### src/include/dac_ctrl_regs.svh
// Bit positions, reset values and clear codes of the DAC control registers
`ifndef DAC_CTRL_REGS_SVH
`define DAC_CTRL_REGS_SVH

// ----------------------------------------------------------------
// Data bus layout
// ----------------------------------------------------------------
`define DB_SEL_BIT       0
`define DB_BYTE_BIT      1
`define DB_WORD_MSB      9
`define DB_WORD_LSB      0
`define DB_HIGH_MSB      9
`define DB_HIGH_LSB      2
`define DB_LOWPAIR_MSB   3
`define DB_LOWPAIR_LSB   2
`define MAIN_HIGH_MSB    9
`define MAIN_HIGH_LSB    2
`define MAIN_LOW_MSB     1
`define MAIN_LOW_LSB     0

// ----------------------------------------------------------------
// System configuration register fields
// ----------------------------------------------------------------
`define SYS_BYTE_BIT     7
`define SYS_CODING_BIT   6
`define SYS_PDN_BIT      5
`define SYS_CHAN_STANDBY_N_BIT     4
`define SYS_CLR_BIT      3

// ----------------------------------------------------------------
// Channel configuration register fields
// ----------------------------------------------------------------
`define CH_BIAS_MSB      9
`define CH_BIAS_LSB      8
`define CH_FINE_BIT      7
`define CH_STBYN_BIT     4
`define CH_CLR_BIT       3

// ----------------------------------------------------------------
// Power-on values
// ----------------------------------------------------------------
`define RST_BYTE_MODE    1'h0
`define RST_CODING       1'h1
`define RST_PDN          1'h1
`define RST_ALL_CHAN_STANDBY_N     1'h1
`define RST_ALL_CLR      1'h0
`define RST_FINE         1'h0
`define RST_CH_STBYN     1'h1
`define RST_CH_CLR       1'h1

// ----------------------------------------------------------------
// Clear codes
// ----------------------------------------------------------------
`define MAIN_CLR_OB      10'h000
`define MAIN_CLR_TC      10'h000
`define SUB_MID_OB       8'h80
`define SUB_MID_TC       8'h00

`endif

### src/include/dac_ctrl_pkg.sv
// Types shared by the DAC control register logic
package dac_ctrl_pkg;

  localparam int BUS_W  = 10;
  localparam int MAIN_W = 10;
  localparam int SUB_W  = 8;

  typedef enum logic [1:0] {
    BIAS_SUPPLY_HALF,
    BIAS_INT_REF,
    BIAS_EXT_REF,
    BIAS_UNDEFINED
  } bias_src_t;

  typedef struct packed {
    logic byteMode;
    logic codingSelect;
    logic powerDownN;
    logic allStandby;
    logic allClear;
  } sys_cfg_t;

  typedef struct packed {
    bias_src_t           bias;
    logic                fineSel;
    logic                standbyN;
    logic                clr;
    logic [MAIN_W-1:0]   mainIn;
    logic [SUB_W-1:0]    subIn;
    logic [MAIN_W-1:0]   mainOut;
    logic [SUB_W-1:0]    subOut;
  } chan_state_t;

endpackage

### src/verilog/dac_channel.sv
// One channel: configuration, input registers and output registers
`timescale 1ns/1ps
`default_nettype none
`include "dac_ctrl_regs.svh"

module dac_channel (
  input  wire logic                            mclk,
  input  wire logic                            sys_rst,
  input  wire logic                            cfgWe,
  input  wire logic                            dataWe,
  input  wire logic                            byteMode,
  input  wire logic                            codingSelect,
  input  wire logic [dac_ctrl_pkg::BUS_W-1:0]  dataBus,
  input  wire logic                            sysClear,
  input  wire logic                            loadEv,
  input  wire logic                            hwClearN,
  output logic      [dac_ctrl_pkg::MAIN_W-1:0] mainCode,
  output logic      [dac_ctrl_pkg::SUB_W-1:0]  subCode,
  output dac_ctrl_pkg::bias_src_t              biasSel,
  output logic                                 standbyN
);
  import dac_ctrl_pkg::*;

  chan_state_t            state_r;
  chan_state_t            state_nxt;
  logic [MAIN_W-1:0]      mainClr;
  logic [SUB_W-1:0]       subMid;
  logic                   toSub;

  always_comb begin
    state_nxt = state_r;
    mainClr   = codingSelect ? `MAIN_CLR_OB : `MAIN_CLR_TC;
    subMid    = codingSelect ? `SUB_MID_OB : `SUB_MID_TC;
    toSub     = 1'b0;
    if (cfgWe) begin
      state_nxt.bias     = bias_src_t'(dataBus[`CH_BIAS_MSB:`CH_BIAS_LSB]);
      state_nxt.fineSel  = dataBus[`CH_FINE_BIT];
      state_nxt.standbyN = dataBus[`CH_STBYN_BIT];
      state_nxt.clr      = dataBus[`CH_CLR_BIT];
    end
    if (dataWe) begin
      // Byte mode picks main or sub per write, so no reconfiguration is needed
      toSub = byteMode ? dataBus[`DB_SEL_BIT] : state_r.fineSel;
      if (toSub) begin
        state_nxt.subIn = dataBus[`DB_HIGH_MSB:`DB_HIGH_LSB];
      end else if (!byteMode) begin
        state_nxt.mainIn = dataBus[`DB_WORD_MSB:`DB_WORD_LSB];
      end else if (!dataBus[`DB_BYTE_BIT]) begin
        state_nxt.mainIn[`MAIN_HIGH_MSB:`MAIN_HIGH_LSB] = dataBus[`DB_HIGH_MSB:`DB_HIGH_LSB];
      end else begin
        state_nxt.mainIn[`MAIN_LOW_MSB:`MAIN_LOW_LSB] = dataBus[`DB_LOWPAIR_MSB:`DB_LOWPAIR_LSB];
      end
    end
    if (loadEv) begin
      state_nxt.subOut = state_nxt.subIn;
      // Channel clear only acts on a load, and leaves the sub path alone
      if (state_nxt.clr) begin
        state_nxt.mainIn  = mainClr;
        state_nxt.mainOut = mainClr;
      end else begin
        state_nxt.mainOut = state_nxt.mainIn;
      end
    end
    if (sysClear) begin
      state_nxt.mainIn  = mainClr;
      state_nxt.mainOut = mainClr;
    end
    if (!hwClearN) begin
      state_nxt.mainIn  = mainClr;
      state_nxt.mainOut = mainClr;
      state_nxt.subIn   = subMid;
      state_nxt.subOut  = subMid;
    end
  end

  always_ff @(posedge mclk or posedge sys_rst) begin
    if (sys_rst) begin
      state_r.bias     <= BIAS_SUPPLY_HALF;
      state_r.fineSel  <= `RST_FINE;
      state_r.standbyN <= `RST_CH_STBYN;
      state_r.clr      <= `RST_CH_CLR;
      state_r.mainIn   <= `MAIN_CLR_OB;
      state_r.subIn    <= `SUB_MID_OB;
      state_r.mainOut  <= `MAIN_CLR_OB;
      state_r.subOut   <= `SUB_MID_OB;
    end else begin
      state_r <= state_nxt;
    end
  end

  assign mainCode = state_r.mainOut;
  assign subCode  = state_r.subOut;
  assign biasSel  = state_r.bias;
  assign standbyN = state_r.standbyN;

endmodule // dac_channel

`default_nettype wire

### src/verilog/dac_control_register_logic.sv
// Parallel host port, system configuration and per-channel control of the DAC
`timescale 1ns/1ps
`default_nettype none
`include "dac_ctrl_regs.svh"

// Summary of operation
// coding_select 0 gives twos complement, 1 gives offset binary for all channels.
// power_down_n 0 powers down everything including reference; 1 normal, default.
// all_standby 1 puts every channel in standby; powers up as 1.
// all_clear clears every main converter register, sub registers untouched.
// Main clear gives bottom-of-scale in offset binary, midscale in twos complement.
// Bias select: 00 supply half, 01 internal reference, 10 external, 11 undefined.
// In 10-bit mode fine_coarse_select routes next data write to main or sub.
// chan_standby_n 0 puts only the addressed channel in standby; 1 default.
// chan_clear 1 clears only the addressed main converter per coding.
// Channel clear takes effect only on a load pulse supplied by host.
// Power-on: all standby, reference on, channel clear set, bias select 00.
// Host writes system config, then channel configs, before converter data.
// byte_load_select 1 switches the data port to 8+2 byte loading.
// Byte mode config writes: bit1 ignored, bit0 picks system or channel.
// Byte mode data writes: bit1 low loads high eight bits, high loads two.
// Byte mode: bit0 low targets main, high targets sub converter register.
// hw_clear_n low clears every main converter according to coding.
// Hardware clear alone clears sub converters, to midscale for any coding.
// Power-down retains all register contents unchanged.
// Standby never turns off the reference; only power-down does.
// Host holds mode low for configuration, high for converter data writes.
// Host drives channel address with chip select, strobe and mode.
// load_outputs_n low at strobe rising edge updates outputs from data registers.
// Clears load the converter input register with the coding's clear code.
// Writes are captured at strobe rising edge while chip select asserted.
module dac_control_register_logic #(
  parameter int NUM_CH = 8,
  parameter int ADDR_W = 3
) (
  input  wire logic                                mclk,
  input  wire logic                                sys_rst,
  input  wire logic                                csN,
  input  wire logic                                wrN,
  input  wire logic                                mode,
  input  wire logic [ADDR_W-1:0]                   chanAddr,
  input  wire logic [dac_ctrl_pkg::BUS_W-1:0]      dataBus,
  input  wire logic                                loadOutputsN,
  input  wire logic                                hwClearN,
  output logic      [NUM_CH*dac_ctrl_pkg::MAIN_W-1:0] mainCodes,
  output logic      [NUM_CH*dac_ctrl_pkg::SUB_W-1:0]  subCodes,
  output logic      [NUM_CH*2-1:0]                 biasSels,
  output logic      [NUM_CH-1:0]                   chanActive,
  output logic                                     refEnable,
  output logic                                     codingSelect,
  output logic                                     byteMode,
  output logic                                     allStandby
);
  import dac_ctrl_pkg::*;

  // ----------------------------------------------------------------
  // State
  // ----------------------------------------------------------------
  typedef struct packed {
    sys_cfg_t            cfg;
    logic                wrPrev;
    logic                ldPrev;
    logic [NUM_CH-1:0]   active;
  } top_state_t;

  top_state_t            state_r;
  top_state_t            state_nxt;
  logic [NUM_CH-1:0]     chStandbyN;
  logic                  writeTake;
  logic                  sysWe;
  logic                  chanCfgWe;
  logic                  dataWe;
  logic                  loadEv;
  logic                  sysClear;

  function automatic logic chanHit(input logic [ADDR_W-1:0] addr, input int ch);
    chanHit = (addr == ADDR_W'(ch));
  endfunction

  // ----------------------------------------------------------------
  // Host write decode
  // ----------------------------------------------------------------
  // Strobe rising edge is seen one cycle late; address and data must
  // still be valid in the cycle after the edge, like setup/hold on a pin.
  assign writeTake = !state_r.wrPrev && wrN && !csN;
  assign sysWe     = writeTake && !mode && !dataBus[`DB_SEL_BIT];
  assign chanCfgWe = writeTake && !mode && dataBus[`DB_SEL_BIT];
  assign dataWe    = writeTake && mode;
  // Load on a low level at the strobe edge, or on a falling edge alone
  assign loadEv    = (writeTake && !loadOutputsN) || (state_r.ldPrev && !loadOutputsN);

  // ----------------------------------------------------------------
  // System configuration and status
  // ----------------------------------------------------------------
  always_comb begin
    state_nxt        = state_r;
    state_nxt.wrPrev = wrN;
    state_nxt.ldPrev = loadOutputsN;
    if (sysWe) begin
      state_nxt.cfg.byteMode     = dataBus[`SYS_BYTE_BIT];
      state_nxt.cfg.codingSelect = dataBus[`SYS_CODING_BIT];
      state_nxt.cfg.powerDownN   = dataBus[`SYS_PDN_BIT];
      state_nxt.cfg.allStandby   = dataBus[`SYS_CHAN_STANDBY_N_BIT];
      state_nxt.cfg.allClear     = dataBus[`SYS_CLR_BIT];
    end
    // Standby gates channels only; the reference follows power-down alone
    for (int i = 0; i < NUM_CH; i++) begin
      state_nxt.active[i] = state_nxt.cfg.powerDownN && !state_nxt.cfg.allStandby
                            && chStandbyN[i];
    end
  end

  // Clearing is held for as long as the bit stays set, so main writes
  // are lost until software clears it again.
  assign sysClear = state_nxt.cfg.allClear;

  always_ff @(posedge mclk or posedge sys_rst) begin
    if (sys_rst) begin
      state_r.cfg.byteMode     <= `RST_BYTE_MODE;
      state_r.cfg.codingSelect <= `RST_CODING;
      state_r.cfg.powerDownN   <= `RST_PDN;
      state_r.cfg.allStandby   <= `RST_ALL_CHAN_STANDBY_N;
      state_r.cfg.allClear     <= `RST_ALL_CLR;
      state_r.wrPrev           <= 1'h1;
      state_r.ldPrev           <= 1'h1;
      state_r.active           <= '0;
    end else begin
      state_r <= state_nxt;
    end
  end

  // ----------------------------------------------------------------
  // Channels
  // ----------------------------------------------------------------
  // Power-down has no effect on stored contents; only chanActive and refEnable gate off.
  generate
    for (genvar ch = 0; ch < NUM_CH; ch++) begin : g_chan
      bias_src_t bias;
      dac_channel u_chan (
        .mclk         (mclk),
        .sys_rst      (sys_rst),
        .cfgWe        (chanCfgWe && chanHit(chanAddr, ch)),
        .dataWe       (dataWe && chanHit(chanAddr, ch)),
        .byteMode     (state_r.cfg.byteMode),
        .codingSelect (state_r.cfg.codingSelect),
        .dataBus      (dataBus),
        .sysClear     (sysClear),
        .loadEv       (loadEv),
        .hwClearN     (hwClearN),
        .mainCode     (mainCodes[ch*MAIN_W +: MAIN_W]),
        .subCode      (subCodes[ch*SUB_W +: SUB_W]),
        .biasSel      (bias),
        .standbyN     (chStandbyN[ch])
      );
      assign biasSels[ch*2 +: 2] = bias;
    end
  endgenerate

  // ----------------------------------------------------------------
  // Outputs
  // ----------------------------------------------------------------
  assign chanActive   = state_r.active;
  assign refEnable    = state_r.cfg.powerDownN;
  assign codingSelect = state_r.cfg.codingSelect;
  assign byteMode     = state_r.cfg.byteMode;
  assign allStandby   = state_r.cfg.allStandby;

endmodule // dac_control_register_logic

`default_nettype wire
### config.mk
export PLATFORM = sky130hd
export DESIGN_NAME = dac_control_register_logic
export DESIGN_NICKNAME = d
export VERILOG_FILES = /design/src/include/dac_ctrl_pkg.sv /design/src/verilog/dac_channel.sv /design/src/verilog/dac_control_register_logic.sv
export VERILOG_INCLUDE_DIRS = /design/src /design/src/include
export SDC_FILE = /design/constraint.sdc
export NUM_CORES = 1
export LEC_CHECK = 0
export BUFFER_PORTS_ARGS = -buffer_cell sky130_fd_sc_hd__buf_2
export CAP_MARGIN = 20
export CELL_PAD_IN_SITES_DETAIL_PLACEMENT = 1
export CELL_PAD_IN_SITES_GLOBAL_PLACEMENT = 2
export CORE_MARGIN = 2
export CORE_UTILIZATION = 38
export CTS_CLUSTER_SIZE = 14
export DETAILED_ROUTE_END_ITERATION = 10
export PLACE_DENSITY_LB_ADDON = 0.1
export SETUP_SLACK_MARGIN = 0.1
export SLEW_MARGIN = 0
export SYNTH_ARGS = -nofsm -noshare
export SYNTH_HDL_FRONTEND = slang
export SYNTH_HIERARCHICAL = 1
export SYNTH_SLANG_ARGS = --single-unit
### constraint.sdc
create_clock -name mclk -period 3.7 [get_ports mclk]
set_input_delay 0.185 -clock mclk [delete_from_list [all_inputs] [get_ports mclk]]
set_output_delay 0.185 -clock mclk [all_outputs]
set_load 0.01 [all_outputs]
==> reports/metrics.csv, run 1 <==
stage;metric;value;unit
final_layout;Area Growth Syn to Fin;12.31;%
sta;setup ws final;0.9808;ns
cts;clk root buf;clkbuf_16;
cts;worst skew pair latency;0.53;ns
sta;Sum Neg Setup Slack;0;ns
grt;largest net degree at the start of global routing;60;
routing;drt wl/cell;21.37;microns
cts;clock tree buffer depth;3;
floorplanning;starting density of the core;0.3846;
final_layout;commonest non-fill, non-tap cells in the layout;305 x dfrtp_1, 190 x buf_2, 158 x nor2_1, 128 x mux2i_1, 73 x nand2_1;
sta;RSZ-0062 raised after global routing;false;
power_and_ir_drop;Power per Cell Area;525.5;nW/um^2
yosys;most area-hungry cell type in the Yosys netlist;dfrtp_1;
yosys;Netlist cell types;38;
yosys;net count after synthesis;1370;
floorplanning;die height;204.3;microns
cts;Clk pin slew, worst setup/hold paths;0.06;ns
sta;Layout Skew;0.01686;ns
floorplanning;die width;204.3;microns
power_and_ir_drop;P_leak;0.009052;uW
yosys;Synth Cell Area;15240;sq um
worst_setup_path;Crit. End Element;register;
worst_setup_path;Max FO, Critical Path;25;
floorplanning;total I/O pin count;192;
sta;Slew HR;0.3969;
hold_path;HP Class;primary input to register;
yosys;top cell type's share of synthesized area;0.5023;
grt;grt total ovfl;0;
routing;Vias per Instance;5.109;
yosys;largest cells by area after synthesis;dfrtp_1 50%, mux2i_1 8.4%, buf_4 8.3%;
yosys;Synth Warn #;6;
grt;vias in the first global route;10590;
floorplanning;core footprint;39640;sq um
cts;Post-CTS Setup Bufs;0;
floorplanning;Die ar.;41740;sq um
worst_setup_path;r2r setup slk;0.98;ns
sta;Fmax achieved;367.8;MHz
yosys;Cells after Synth;1350;
worst_setup_path;critical path type;register to register;
floorplanning;# rows;73;
grt;Tot GR Track Use;0.2055;
routing;DRT iter0 DRCs;455;
cts;H-tree Lvls;2;
yosys;Synth Area per Inst;11.29;sq um
final_layout;register area;8631;sq um
placement;Detailed Place HPWL;26650;microns
power_and_ir_drop;VDD IR max;0.0002690;V
worst_setup_path;Worst EP arrival;3.16;ns
cts;CTS Buf Count;39;
routing;drt pass-1 iters;4;
routing;Detail Route Antenna Nets;0;
placement;PortBufs;191;
cts;clock sink total;343;
cts;CTS tree;yes;
yosys;register area share after synthesis;0.5661;
sta;Worst-Margin Slew;0.9047;ns
routing;Routed WL;42200;microns
sta;Slew Limit Fails;0;
final_layout;area of the multi-input gates;4987;sq um
sta;post-route minimum period;2.719;ns
final_layout;filler cell count;4352;
final_layout;share of layout cells above drive strength 1;0.2997;
flow_run;total of max-cap violations;0;
final_layout;nets;1438;
grt;first-pass GRT wire length;65230;microns
yosys;Seq cells post-synth;343;
placement;final RePlAce weighted congestion;0.7133;
worst_setup_path;Worst EP required;4.14;ns
sta;Final Hold Viols;0;
sta;fin crit share;0.7349;
routing;DRC violations left;0;
sta;Setup Viol. Count Final;0;
final_layout;commonest non-fill, non-tap cell in the layout;dfrtp_1;
placement;Worst Setup Slack post-DPL;0.9679;ns
grt;initial antenna violation count;3;
worst_setup_path;Critical Path Source Type;register;
routing;Vias;10090;
outcome;status;finished clean;
stage by stage:
step | instance area (sq um) | std cells | utilization | hold slack, ns | total power (uW)
final | 17120 | 1975 | 0.4319 | 0.1945 | 8998
after global routing | 17120 | 1975 | 0.4319 | 0.2009 | 9390
after CTS | 17070 | 1971 | 0.4307 | 0.1658 | 9145
after detailed placement | 15690 | 1897 | 0.3959 | 0.3232 | 5001
after global placement | 15690 | 1897 | 0.3959 | 0.3239 | 4988
after floorplan | 15240 | 1350 | - | 0.08290 | 4683
worst max-delay path, stage by stage (launching register included):
cell and delay, ns:
dfstp_2 0.38, or4b_4 0.56, nor2_4 0.18, mux2_2 0.62
or4b_4 0.71, o21ai_1 0.18
Yosys cell counts, drive strengths merged:
library cell	instances
a21oi	65
and3b	8
mux2	53
nand2b	10
nor3b	8
a21boi	8
nand4	1
nor4b	1
nand3b	1
a22o	24
nand4b	1
nor3	12
nand2	81
clkinv	8
nand3	2
or4b	9
nor2	160
mux2i	128
dfrtp	306
buf	184
a211o	8
a31oi	8
a31o	8
dfstp	37
inv	25
o22ai	8
a32oi	8
nor2b	9
o21ai	145
clkbuf	24
logic make-up (layout without fill, tap and decap cells):
family	count (synthesis)	after routing	synth area share
AND/OR/NAND/NOR	303	303	0.09225
buffers and inverters	241	339	0.1073
flip-flops	343	343	0.5661
multiplexers	181	181	0.1252
other	0	2	0
AO/OA/AOI/OAI	282	282	0.1092
area by class of cell:
class                           count  area share
Sequential cell                   343      0.5041
Antenna cell                        2   0.0002923
Timing Repair Buffer              235     0.07805
Inverter                           33    0.008989
Multi-Input combinational cell    766      0.2913
Tap cell                          525     0.03837
Clock buffer                       60     0.06818
Clock inverter                     11     0.01074
final timing paths:
check,startpoint,end,cells after the start
worst min-delay path,chanAddr[1],g_chan[0].u_chan/state_r[36],3
worst max register to register,state_r[9],g_chan[7].u_chan/mainCode[6],5
worst min register to register,g_chan[5].u_chan/mainCode[6],g_chan[5].u_chan/mainCode[6],2
worst max-delay path,state_r[9],g_chan[7].u_chan/mainCode[6],5
max in group asynchronous,sys_rst,g_chan[3].u_chan/state_r[25],4
min in group asynchronous,sys_rst,g_chan[2].u_chan/state_r[38],3
what timing repair did:
item | in CTS | in global routing
endpoints found under the hold margin | 171 | 0
gates resized for setup | 0 | 0
hold buffers | 3 | 0
per-layer routing:
| layer | up-vias | track usage | wire [microns] |
|---|---|---|---|
| met4 | 0 | 0.05072 | 707 |
| li1 | 4619 | - | - |
| met1 | 5218 | 0.2950 | 20090 |
| met3 | 48 | 0.03221 | 1966 |
| met2 | 205 | 0.3251 | 19440 |
| met5 | - | 0 | 0 |
where the power goes:
part           internal (uW)  switching (uW)  leakage, uW
Sequential              3920             126      0.00462
Clock                   2520            1550     0.000665
Combinational            300             580      0.00377
sequential cells by signal, indices dropped and copies added, names as in the netlist:
signal and cells:
g_chan.u_chan/subCode 64, chanActive 8, refEnable 1, g_chan.u_chan/biasSel 16, codingSelect 1, state_r 3, g_chan.u_chan/mainCode 80, g_chan.u_chan/state_r 160
allStandby 1, g_chan.u_chan/standbyN 8, byteMode 1
(Power assumes the default switching activity.)
==> run 2: changes to the inputs <==
==> constraint.sdc (replaced) <==
create_clock -name mclk -period 2.85 [get_ports mclk]
set_input_delay 0.1425 -clock mclk [delete_from_list [all_inputs] [get_ports mclk]]
set_output_delay 0.1425 -clock mclk [all_outputs]
set_load 0.01 [all_outputs]
==> reports/metrics.csv, run 2 (synthesis results as in run 1) <==
stage;metric;value;unit
cts;H-tree Lvls;2;
routing;drt pass-1 iters;4;
floorplanning;starting density of the core;0.3846;
flow_run;total of max-cap violations;0;
cts;clock tree buffer depth;3;
worst_setup_path;critical path type;register to register;
sta;fin crit share;0.9187;
floorplanning;# rows;73;
grt;Tot GR Track Use;0.2034;
routing;DRT iter0 DRCs;459;
worst_setup_path;Max FO, Critical Path;18;
outcome;status;finished clean;
hold_path;hold path endpoint;g_chan[0].u_chan/state_r[36];
final_layout;commonest non-fill, non-tap cells in the layout;305 x dfrtp_1, 190 x buf_2, 158 x nor2_1, 128 x mux2i_1, 73 x nand2_1;
sta;Fmax achieved;381.9;MHz
sta;Slew Limit Fails;0;
cts;CTS Buf Count;38;
sta;Sum Neg Setup Slack;0;ns
worst_setup_path;r2r setup slk;0.23;ns
final_layout;filler cell count;4359;
placement;Detailed Place HPWL;26760;microns
floorplanning;die height;204.3;microns
final_layout;area of the multi-input gates;5004;sq um
placement;PortBufs;191;
final_layout;Biggest register;g_chan.u_chan/state_r;
floorplanning;die width;204.3;microns
sta;Final Hold Viols;0;
grt;grt total ovfl;0;
routing;Detail Route Antenna Nets;0;
floorplanning;Die ar.;41740;sq um
final_layout;max FFs per register;160;
grt;vias in the first global route;10640;
sta;post-route minimum period;2.618;ns
routing;Vias;10020;
worst_setup_path;Worst EP arrival;3.06;ns
grt;initial antenna violation count;2;
sta;Slew HR;0.3674;
grt;first-pass GRT wire length;64810;microns
routing;Routed WL;41500;microns
hold_path;HP Class;primary input to register;
final_layout;Area Growth Syn to Fin;11.84;%
final_layout;register area;8631;sq um
worst_setup_path;Worst EP required;3.29;ns
hold_path;worst hold stages;3;
placement;Cell Area, Placed;15710;sq um
routing;DRC violations left;0;
floorplanning;total I/O pin count;192;
placement;Worst Setup Slack post-DPL;0.02721;ns
power_and_ir_drop;Pwr Total;11380;uW
routing;Vias per Instance;5.079;
final_layout;nets;1437;
floorplanning;core footprint;39640;sq um
cts;clk root buf;clkbuf_16;
sta;Worst-Margin Slew;0.9478;ns
cts;clock sink total;343;
cts;worst skew pair latency;0.53;ns
power_and_ir_drop;P_leak;0.009019;uW
power_and_ir_drop;VDD IR max;0.0004067;V
power_and_ir_drop;Power per Cell Area;667.5;nW/um^2
cts;Clk pin slew, worst setup/hold paths;0.06;ns
worst_setup_path;worst r2r dst;g_chan[6].u_chan/mainCode[7];
worst_setup_path;Critical Path Source Type;register;
sta;setup ws final;0.2316;ns
final_layout;post-route cell area;17050;sq um
sta;RSZ-0062 raised after global routing;false;
grt;largest net degree at the start of global routing;79;
final_layout;share of layout cells above drive strength 1;0.3027;
hold_path;worst min-delay path startpoint;chanAddr[1];
placement;final RePlAce weighted congestion;0.7495;
sta;Layout Skew;0.01050;ns
final_layout;final cell count without fillers;1973;
worst_setup_path;Reg2Reg Launch Point;state_r[9];
sta;Setup Viol. Count Final;0;
cts;CTS tree;yes;
worst_setup_path;worst reg2reg path depth;6;
worst_setup_path;Crit. End Element;register;
routing;drt wl/cell;21.03;microns
placement;dpl cells;1898;
final_layout;commonest non-fill, non-tap cell in the layout;dfrtp_1;
## run 2: final cells by class
class,count,area share
Antenna cell,1,0.0001468
Timing Repair Buffer,235,0.07749
Tap cell,525,0.03853
Clock inverter,11,0.006311
Inverter,33,0.009026
Sequential cell,343,0.5062
Clock buffer,59,0.06883
Multi-Input combinational cell,766,0.2935
## run 2: worst max-delay path by stage
stage                    start                           end  slack (ns)  cells past startpoint
floorplan           state_r[9]  g_chan[0].u_chan/mainCode[0]        0.25                      8
CTS                 state_r[9]  g_chan[6].u_chan/mainCode[7]        0.12                      6
finish              state_r[9]  g_chan[6].u_chan/mainCode[7]        0.23                      6
global route        state_r[9]  g_chan[0].u_chan/mainCode[3]        0.13                      6
detailed placement  state_r[9]  g_chan[0].u_chan/mainCode[2]        0.03                      6
global placement    state_r[9]  g_chan[0].u_chan/mainCode[0]        0.09                      7
## run 2: repair_timing
action / 4_1_cts / 5_1_grt
endpoints found under the setup margin: 10 / 82
hold endpoints to repair: 216 / 0
pin swaps: 1 / 1
gates resized for setup: 1 / 2
setup buffers: 0 / 1
hold buffers: 3 / 0
## run 2: worst max-delay path: stages (launching register included)
cell	delay [ns]
dfstp_2	0.38
or4b_4	0.55
nor2_4	0.17
mux2_2	0.36
buf_4	0.23
or4b_4	0.65
o21ai_1	0.17
## run 2: stage by stage
| stage | utilization | hold slack (ns) |
|---|---|---|
| final | 0.4301 | 0.1150 |
| after global routing | 0.4301 | 0.1182 |
| after CTS | 0.4296 | 0.08392 |
| after detailed placement | 0.3964 | 0.2344 |
| after global placement | 0.3964 | 0.2350 |
| after floorplan | - | 0.04040 |
## run 2: report_power, final
| part | switching, uW | internal (uW) | total (uW) |
|---|---|---|---|
| clock network | 1970 | 3020 | 4990 |
| registers | 160 | 5090 | 5250 |
| logic | 749 | 394 | 1140 |
| total | 2880 | 8500 | 11400 |
## run 2: layer usage
metal  track usage  vias up  share of wire
met4       0.04400        2          0.015
met2        0.3301      173           0.47
met3       0.03444       48          0.039
li1              -     4626              -
met1        0.2862     5172           0.48
met5             0        -        0.00024
